`src/verilog/lsu_defines.svh`:
```
/*
  Constants for the load/store address generator: timing, field positions,
  offset limits and reset values.
  Assumes inclusion by bare name from the package and the design modules.
*/
`ifndef LSU_DEFINES_SVH
`define LSU_DEFINES_SVH
`define PC_READ_AHEAD     32'h0000_0004
`define DUAL_WORD_STEP    32'h0000_0004
`define MAX_INDEX_SHIFT   2'h3
`define BRANCH_BIT        0
`define PC_ALIGN_BIT      1
`define REG_SP            4'hd
`define REG_PC            4'hf
`define ZERO_WORD         32'h0000_0000
`define FLAGS_RESET       4'h0
`endif

```
`src/verilog/lsu_pkg.sv`:
```
/*
  Types shared by the load/store address generator and its extender.
  Assumes lsu_defines.svh is on the include path.
*/
package lsu_pkg;
  `include "lsu_defines.svh"

  // Operation class of the instruction handed in
  typedef enum logic [2:0] {
    OP_PC_ADDR     = 3'h0,
    OP_SINGLE_LOAD = 3'h1,
    OP_SINGLE_STORE= 3'h3,
    OP_DUAL_LOAD   = 3'h2,
    OP_DUAL_STORE  = 3'h6
  } mem_op_e;

  // Addressing mode
  typedef enum logic [1:0] {
    AM_OFFSET = 2'h0,
    AM_PRE    = 2'h1,
    AM_POST   = 2'h2,
    AM_REGOFF = 2'h3
  } addr_mode_e;

  // Transfer size and signedness
  typedef enum logic [2:0] {
    SZ_WORD  = 3'h0,
    SZ_UBYTE = 3'h1,
    SZ_SBYTE = 3'h5,
    SZ_UHALF = 3'h2,
    SZ_SHALF = 3'h6
  } xfer_size_e;

  // Sequencer states, Gray coded along IDLE -> ACCESS -> SECOND -> WAIT
  typedef enum logic [1:0] {
    ST_IDLE   = 2'b00,
    ST_ACCESS = 2'b01,
    ST_SECOND = 2'b11,
    ST_WAIT   = 2'b10
  } seq_state_e;

  typedef logic [31:0] word_t;
  typedef logic [3:0]  reg_idx_t;
endpackage : lsu_pkg
```
`src/verilog/load_ext_if.sv`:
```
/*
  Carrier between the sequencer and the load extender.
  Assumes both ends sit in the core clock domain.
*/
`timescale 1ns/1ps
interface load_ext_if;
  import lsu_pkg::*;
  xfer_size_e size;      // Size and signedness
  logic [1:0] byte_lane; // Low address bits
  word_t      raw;       // Word as read from memory
  word_t      extended;  // Register-ready value

  modport user (output size, output byte_lane, output raw, input extended);
  modport ext  (input size, input byte_lane, input raw, output extended);
endinterface : load_ext_if

```
`src/verilog/load_extender.sv`:
```
/*
  Load data extender: picks the addressed byte or halfword and widens it.
  Assumes little-endian lane order on the data bus.
*/
`timescale 1ns/1ps
module load_extender (
  load_ext_if.ext x  // Extension request and result
);
  import lsu_pkg::*;
  logic [7:0]  byte_sel;
  logic [15:0] half_sel;

  // Lane select, then zero or sign widening to a full word
  always_comb begin
    byte_sel   = x.raw[8*x.byte_lane +: 8];
    half_sel   = x.byte_lane[1] ? x.raw[31:16] : x.raw[15:0];
    x.extended = x.raw;
    case (x.size)
      SZ_UBYTE: x.extended = {24'h00_0000, byte_sel};
      SZ_SBYTE: x.extended = {{24{byte_sel[7]}}, byte_sel};
      SZ_UHALF: x.extended = {16'h0000, half_sel};
      SZ_SHALF: x.extended = {{16{half_sel[15]}}, half_sel};
      default:  x.extended = x.raw;
    endcase
  end
endmodule : load_extender

```
`src/verilog/load_store_address_gen.sv`:
```
/*
  Load/store address generator: PC-relative address, single and dual
  loads/stores with offset, pre-, post-indexed and register-offset modes.
  Assumes the decoder supplies register values and a checked condition,
  and the memory answers each request with mem_done within a few cycles.
*/
`timescale 1ns/1ps
`include "lsu_defines.svh"
module load_store_address_gen (
  input  wire logic               ref_clk,        // Core clock, 10 MHz
  input  wire logic               rst_b,          // Async reset, active low
  input  wire logic               instr_valid,    // Instruction offered
  output logic                    instr_ready,    // Sequencer idle
  input  wire lsu_pkg::mem_op_e   op,             // Operation class
  input  wire lsu_pkg::addr_mode_e mode,          // Addressing mode
  input  wire lsu_pkg::xfer_size_e size,          // Transfer size
  input  wire logic               cond_pass,      // Condition test result
  input  wire logic               unpriv,         // Unprivileged variant
  input  wire logic               subtract,       // Offset subtracted
  input  wire lsu_pkg::word_t     imm_offset,     // Immediate, zero if none
  input  wire logic [1:0]         left_shift,     // Index shift amount
  input  wire lsu_pkg::word_t     instr_addr,     // Current instruction address
  input  wire lsu_pkg::word_t     base_value,     // base_register contents
  input  wire lsu_pkg::word_t     index_value,    // index_register contents
  input  wire lsu_pkg::word_t     store_data1,    // transfer_register contents
  input  wire lsu_pkg::word_t     store_data2,    // second_transfer_reg contents
  input  wire lsu_pkg::reg_idx_t  base_register,  // Base register number
  input  wire lsu_pkg::reg_idx_t  transfer_register,   // First target
  input  wire lsu_pkg::reg_idx_t  second_transfer_reg, // Second target
  input  wire logic [3:0]         flags_in,       // condition_flag_word NZCV
  output lsu_pkg::word_t          mem_addr,       // Memory address
  output logic                    mem_req,        // Memory request held
  output logic                    mem_write,      // Request is a store
  output lsu_pkg::xfer_size_e     mem_size,       // Request size
  output logic                    mem_unpriv,     // Unprivileged access
  output lsu_pkg::word_t          mem_wdata,      // Store data
  input  wire logic               mem_done,       // Request finished
  input  wire lsu_pkg::word_t     mem_rdata,      // Load data with mem_done
  output logic                    rf_we,          // Register write pulse
  output lsu_pkg::reg_idx_t       rf_waddr,       // Register written
  output lsu_pkg::word_t          rf_wdata,       // Value written
  output logic                    branch_valid,   // Branch pulse
  output lsu_pkg::word_t          branch_target,  // Branch address
  output logic [3:0]              flags_out       // Flags held unchanged
);
  import lsu_pkg::*;

  seq_state_e state_reg, state_next;
  word_t      addr_reg, addr_next, wb_reg, wb_next, data2_reg, data2_next;
  logic       req_reg, req_next, write_reg, write_next, unpriv_reg, unpriv_next;
  logic       dual_reg, dual_next, dowb_reg, dowb_next;
  xfer_size_e size_reg, size_next;
  reg_idx_t   tgt1_reg, tgt1_next, tgt2_reg, tgt2_next, bsel_reg, bsel_next;
  word_t      wdata_reg, wdata_next;
  logic       we_reg, we_next, br_reg, br_next;
  reg_idx_t   waddr_reg, waddr_next;
  word_t      rfdata_reg, rfdata_next, brt_reg, brt_next;
  logic [3:0] flags_reg, flags_next;
  logic       ready_reg, ready_next;

  word_t pc_value, offset, sum, ld_value;
  logic  take, dual_op;

  load_ext_if ext_bus ();
  load_extender u_ext (.x(ext_bus));
  assign ext_bus.size      = size_reg;
  assign ext_bus.byte_lane = addr_reg[1:0];
  assign ext_bus.raw       = mem_rdata;
  assign ld_value          = ext_bus.extended;

  // Address arithmetic; wraps modulo 2^32 like the register file
  always_comb begin
    pc_value = (instr_addr + `PC_READ_AHEAD) & ~(32'h1 << `PC_ALIGN_BIT);
    offset   = (mode == AM_REGOFF) ? (index_value << left_shift) : imm_offset;
    if (op == OP_PC_ADDR) begin
      sum = subtract ? pc_value - offset : pc_value + offset;
    end else begin
      sum = subtract ? base_value - offset : base_value + offset;
    end
  end

  assign take    = instr_valid && (state_reg == ST_IDLE);
  assign dual_op = (op == OP_DUAL_LOAD) || (op == OP_DUAL_STORE);

  // Sequencer next-state and outputs
  always_comb begin
    state_next = state_reg;  addr_next = addr_reg;   wb_next = wb_reg;
    data2_next = data2_reg;  req_next = req_reg;     write_next = write_reg;
    unpriv_next = unpriv_reg; dual_next = dual_reg;  dowb_next = dowb_reg;
    size_next = size_reg;    tgt1_next = tgt1_reg;   tgt2_next = tgt2_reg;
    bsel_next = bsel_reg;    wdata_next = wdata_reg;
    we_next = 1'b0;          waddr_next = waddr_reg; rfdata_next = rfdata_reg;
    br_next = 1'b0;          brt_next = brt_reg;
    flags_next = flags_in;   // flags pass through untouched
    case (state_reg)
      ST_IDLE: begin
        if (take && cond_pass) begin // failed condition is dropped whole
          if (op == OP_PC_ADDR) begin
            we_next = 1'b1; // no memory request
            waddr_next = transfer_register;
            rfdata_next = sum;
          end else begin
            addr_next = (mode == AM_POST) ? base_value : sum;
            wb_next = sum;
            dowb_next = (mode == AM_PRE) || (mode == AM_POST);
            write_next = (op == OP_SINGLE_STORE) || (op == OP_DUAL_STORE);
            unpriv_next = unpriv;
            dual_next = dual_op;
            size_next = dual_op ? SZ_WORD : size;
            tgt1_next = transfer_register;
            tgt2_next = second_transfer_reg;
            bsel_next = base_register;
            wdata_next = store_data1;
            data2_next = store_data2;
            req_next = 1'b1;
            state_next = ST_ACCESS;
          end
        end
      end
      ST_ACCESS, ST_SECOND: begin
        if (mem_done) begin
          req_next = 1'b0;
          if (!write_reg) begin
            we_next = (tgt1_reg != `REG_PC);
            waddr_next = tgt1_reg;
            rfdata_next = ld_value;
            if (tgt1_reg == `REG_PC) begin
              br_next = 1'b1;
              brt_next = mem_rdata & ~(32'h1 << `BRANCH_BIT);
            end
          end
          if (state_reg == ST_ACCESS && dual_reg) begin
            addr_next = addr_reg + `DUAL_WORD_STEP;
            wdata_next = data2_reg;
            tgt1_next = tgt2_reg;
            req_next = 1'b1;
            state_next = ST_SECOND;
          end else begin
            state_next = ST_WAIT;
          end
        end
      end
      ST_WAIT: begin
        if (dowb_reg) begin
          we_next = 1'b1; // base writeback
          waddr_next = bsel_reg;
          rfdata_next = wb_reg;
        end
        dowb_next = 1'b0;
        state_next = ST_IDLE;
      end
      default: state_next = ST_IDLE;
    endcase
    // Ready is registered so the output comes straight from a flip-flop
    ready_next = (state_next == ST_IDLE);
  end

  // State registers
  always_ff @(posedge ref_clk or negedge rst_b) begin
    if (!rst_b) begin
      state_reg <= ST_IDLE;    addr_reg <= `ZERO_WORD;  wb_reg <= `ZERO_WORD;
      data2_reg <= `ZERO_WORD; req_reg <= 1'b0;         write_reg <= 1'b0;
      unpriv_reg <= 1'b0;      dual_reg <= 1'b0;        dowb_reg <= 1'b0;
      size_reg <= SZ_WORD;     tgt1_reg <= 4'h0;        tgt2_reg <= 4'h0;
      bsel_reg <= 4'h0;        wdata_reg <= `ZERO_WORD; we_reg <= 1'b0;
      waddr_reg <= 4'h0;       rfdata_reg <= `ZERO_WORD;
      br_reg <= 1'b0;          brt_reg <= `ZERO_WORD;   flags_reg <= `FLAGS_RESET;
      ready_reg <= 1'b1;
    end else begin
      state_reg <= state_next; addr_reg <= addr_next;   wb_reg <= wb_next;
      data2_reg <= data2_next; req_reg <= req_next;     write_reg <= write_next;
      unpriv_reg <= unpriv_next; dual_reg <= dual_next; dowb_reg <= dowb_next;
      size_reg <= size_next;   tgt1_reg <= tgt1_next;   tgt2_reg <= tgt2_next;
      bsel_reg <= bsel_next;   wdata_reg <= wdata_next; we_reg <= we_next;
      waddr_reg <= waddr_next; rfdata_reg <= rfdata_next;
      br_reg <= br_next;       brt_reg <= brt_next;     flags_reg <= flags_next;
      ready_reg <= ready_next;
    end
  end

  // Outputs straight from flip-flops
  assign instr_ready   = ready_reg;
  assign mem_addr      = addr_reg;
  assign mem_req       = req_reg;
  assign mem_write     = write_reg;
  assign mem_size      = size_reg;
  assign mem_unpriv    = unpriv_reg;
  assign mem_wdata     = wdata_reg;
  assign rf_we         = we_reg;
  assign rf_waddr      = waddr_reg;
  assign rf_wdata      = rfdata_reg;
  assign branch_valid  = br_reg;
  assign branch_target = brt_reg;
  assign flags_out     = flags_reg;
endmodule : load_store_address_gen

```
`config.mk`:
```
export PLATFORM = sky130hd
export DESIGN_NAME = load_store_address_gen
export DESIGN_NICKNAME = d
export VERILOG_FILES = /design/src/verilog/lsu_pkg.sv /design/src/verilog/load_ext_if.sv /design/src/verilog/load_extender.sv /design/src/verilog/load_store_address_gen.sv
export VERILOG_INCLUDE_DIRS = /design/src /design/src/verilog
export SDC_FILE = /design/constraint.sdc
export NUM_CORES = 1
export LEC_CHECK = 0
export BUFFER_PORTS_ARGS = -buffer_cell sky130_fd_sc_hd__buf_2
export CAP_MARGIN = 20
export CORE_MARGIN = 5
export CORE_UTILIZATION = 49
export CTS_CLUSTER_DIAMETER = 120
export CTS_CLUSTER_SIZE = 8
export DETAILED_ROUTE_END_ITERATION = 7
export PLACE_DENSITY = 0.78
export SLEW_MARGIN = 20
export SYNTH_ARGS = -nofsm -noshare
export SYNTH_HDL_FRONTEND = slang
export SYNTH_SLANG_ARGS = --single-unit
```
`constraint.sdc`:
```
create_clock -name ref_clk -period 2.48 [get_ports ref_clk]
set_clock_uncertainty 0.2 [all_clocks]
set_input_delay 0.744 -clock ref_clk [delete_from_list [all_inputs] [get_ports ref_clk]]
set_output_delay 0.744 -clock ref_clk [all_outputs]
set_load 0.01 [all_outputs]
```
==> qor.txt <==
Status -> complete, but fails checks
Violated checks -> setup timing
Port Buffers -> 399
Largest net degree at the start of global routing -> 74
Power Density -> 983 nW/um^2
Final clock period utilization by the worst path -> 191%
First-pass GRT wire length -> 91900 microns
Detail Route Antenna Nets -> 0
Clock sink count -> 224
Critical Path Start -> mode[0]
Vias post-DR -> 17700
Syn avg cell area -> 8.23 sq um
Die H -> 185 microns
Clock latency on the worst-skew pair -> 0.56 ns
Max-cap violations -> 0
WL/cell -> 20.7 microns
CP endpoint kind -> flop
Vias/cell -> 5.84
Die Footprint -> 34400 sq um
Core area -> 30500 sq um
Met3 usage -> 4.67%
Die Wd -> 185 microns
Hpwl dp -> 48000 microns
Longest Clk Path Bufs -> 3
Worst R2R Start -> mem_addr[7]$_DFFE_PN0P_
P&R area growth vs syn -> 52.0%
CTS tree -> built
Cells after synthesis -> 1833
Final GP Congestion -> 0.989
Worst r2r dst -> mem_addr[23]$_DFFE_PN0P_
Fin Setup TNS -> -154.53 ns
Synth async-reset ratio -> 100%
Final wirelength -> 62800 microns
Clk pin slew, worst setup/hold paths -> 0.06 ns
Crit-path max FO -> 7
Tmin final -> 4.74 ns
DR DRC count -> 0
Top cells by area, synth -> dfrtp_1, nand2_1, o21ai_0, mux2i_1, a21oi_1
H-tree level count -> 1
Setup crit end -> rf_wdata[29]$_DFFE_PN0P_
Leakage -> 0.0113 uW
Crit path DAT -> 5.03 ns
Worst VDD drop -> 0.650 mV
Drt pass-1 iters -> 6
Critical Path RT -> 2.77 ns
Initial antenna violation count -> 8
Syn. warnings -> 0
RSZ-0062 raised after global routing -> yes
Met2 Track Usage GR -> 55.7%
Fraction of layout cells with a size suffix above 1 -> 43.2%
Most Crowded Layer GR -> met2
Num rows -> 64
Worst slew pin tran -> 0.822 ns
Nets@finish -> 2911
Crit path kind -> input port to flop
EDFF count, synth -> 0
GR Util met1 -> 43.9%
Main synth FF type -> dfrtp_1
Slew headroom -> 45.0%
Post-Syn Nets -> 2128
Post-place setup slack -> -3.26 ns
Gr ovfl total -> 0
Top cell type's share of synthesized area -> 37.0%
Max Transition Viols Final -> 0
Yosys cell types -> 79
Largest area contributor in the netlist -> dfrtp_1
Sequential area share after synthesis -> 37.2%
Final Setup Violations -> 93
Mapped cell area -> 15100 sq um
Starting density of the core -> 49.5%
Hold Fails Final Rpt -> 0
IO Count -> 402
Vias in the first global route -> 16800
All-Layer GR Usage -> 33.5%
R2R cell count -> 9
TritonCTS Buffers -> 31
Worst Setup Start Kind -> input port
R2r setup slk -> -0.30 ns
Fin worst setup slack -> -2.26 ns
Root Buffer -> clkbuf_16
Worst min path class -> input port to flop
Hold path cells -> 1
Yosys reg bits -> 224
Maximum clock rate -> 211 MHz
DRT iter0 DRCs -> 1505
## Yosys cell counts (11+ instances only)
library cell  instances
mux2_2               45
inv_1                34
nand2b_1             19
a211oi_1             14
dfrtp_1             223
and3_1               25
ha_1                 37
a21oi_1             122
nand3_1              43
nor2_1              124
nand2_1             364
mux2i_1              95
nor3_1               21
a221oi_1             16
a21o_1               13
o22ai_1              13
and2_1               12
o21a_1               14
xnor2_1              33
buf_1                12
a31oi_1              18
clkbuf_1             86
o21ai_0             219
nand4_1              11
o211ai_1             11
nor2b_1              20
xor2_1               49
## cells in the final DEF, fill, tap and decap left out, drive strengths merged, types with 13 or more instances in the layout
cell	count
and3	25
a211oi	14
nand2	364
ha	37
xnor2	33
dfrtp	223
nand2b	20
nor3	21
o22ai	13
a31oi	18
a21o	13
nor2b	20
mux2	45
buf	859
a221oi	17
nor2	124
inv	36
clkbuf	47
mux2i	95
nand3	43
xor2	49
a21oi	122
o21a	14
o21ai	221
## area by class of cell
class                           instances  area, sq um
Antenna cell                            6         15.0
Fill cell                            2149         7580
Sequential cell                       224         5610
Multi-Input combinational cell       1463        10100
Clock buffer                           46          832
Clock inverter                          1         20.0
Tap cell                              396          495
Timing Repair Buffer                  861         5740
Inverter                               35          139
## timing repair
| action | in CTS | in global routing |
|---|---|---|
| cloned | 1 | 0 |
| hold buffers | 1 | 0 |
| setup buffers | 19 | 30 |
| pin swaps | 28 | 79 |
| hold endpoints to repair | 27 | 0 |
| resized for setup | 94 | 140 |
| endpoints found under the setup margin | 96 | 94 |
## worst max-delay path, stage by stage
cell and delay (ns):
buf_8 0.10, ha_4 0.21, buf_12 0.14, buf_16 0.13
nand2b_4 0.12, o221ai_4 0.14, a211oi_2 0.25, nand3_2 0.16
nor4_4 0.33, buf_4 0.16, a21oi_1 0.07, xor2_1 0.17
ha_1 0.36, nand2_1 0.09, or3_4 0.43, a211oi_2 0.20
o31a_1 0.29, o21bai_4 0.10, mux2i_1 0.21, o311ai_2 0.20
o2111ai_1 0.25, o21a_1 0.14
## power by group
part	internal [uW]	switching, uW	total (uW)	leakage (uW)
clock	2270	1530	3800	0.000410
sequential	5260	1060	6320	0.00281
combinational	5350	7070	12400	0.00811
total	12900	9660	22500	0.0113
## routing by layer
metal  up-vias  part of all wire (%)
li1       8101                     -
met1      8413                    39
met2       996                    47
met3       188                   8.5
met4         8                   5.2
met5         -                  0.11
## cell families after synthesis
family / after synthesis / synth area share [%]
compound gates: 530 / 21.6
fa+ha+maj: 38 / 3.20
buf+inv: 146 / 3.97
other cells: 1 / 0.0249
simple gates: 671 / 19.5
mux: 140 / 9.66
xor+xnor: 83 / 4.91
flops: 224 / 37.2
## metrics by stage
| step | util (%) | power, uW | hold WS, ns | instances | instance area [sq um] |
|---|---|---|---|---|---|
| after floorplan | - | 12100 | 0.245 | 1833 | 15400 |
| after detailed placement | 67.6 | 17300 | 0.262 | 2936 | 20600 |
| after CTS | 72.2 | 21600 | 0.0809 | 3001 | 22000 |
| after global placement | 67.6 | 17000 | 0.255 | 2936 | 20600 |
| final | 75.2 | 22500 | 0.0889 | 3032 | 22900 |
| after global routing | 75.1 | 23800 | 0.0813 | 3030 | 22900 |
## worst min path at each step
stage | from | to | slack [ns]
final | flags_in[3] | flags_out[3]$_DFF_PN0_ | 0.09
after global routing | flags_in[3] | flags_out[3]$_DFF_PN0_ | 0.08
after CTS | flags_in[3] | flags_out[3]$_DFF_PN0_ | 0.08
after detailed placement | data2_reg[11]$_DFFE_PN0P_ | data2_reg[11]$_DFFE_PN0P_ | 0.26
after global placement | mem_unpriv$_DFFE_PN0P_ | mem_unpriv$_DFFE_PN0P_ | 0.25
after floorplan | rst_b | branch_target[10]$_DFFE_PN0P_ | 0.25
Note: power is estimated with default switching activity, not from simulation.
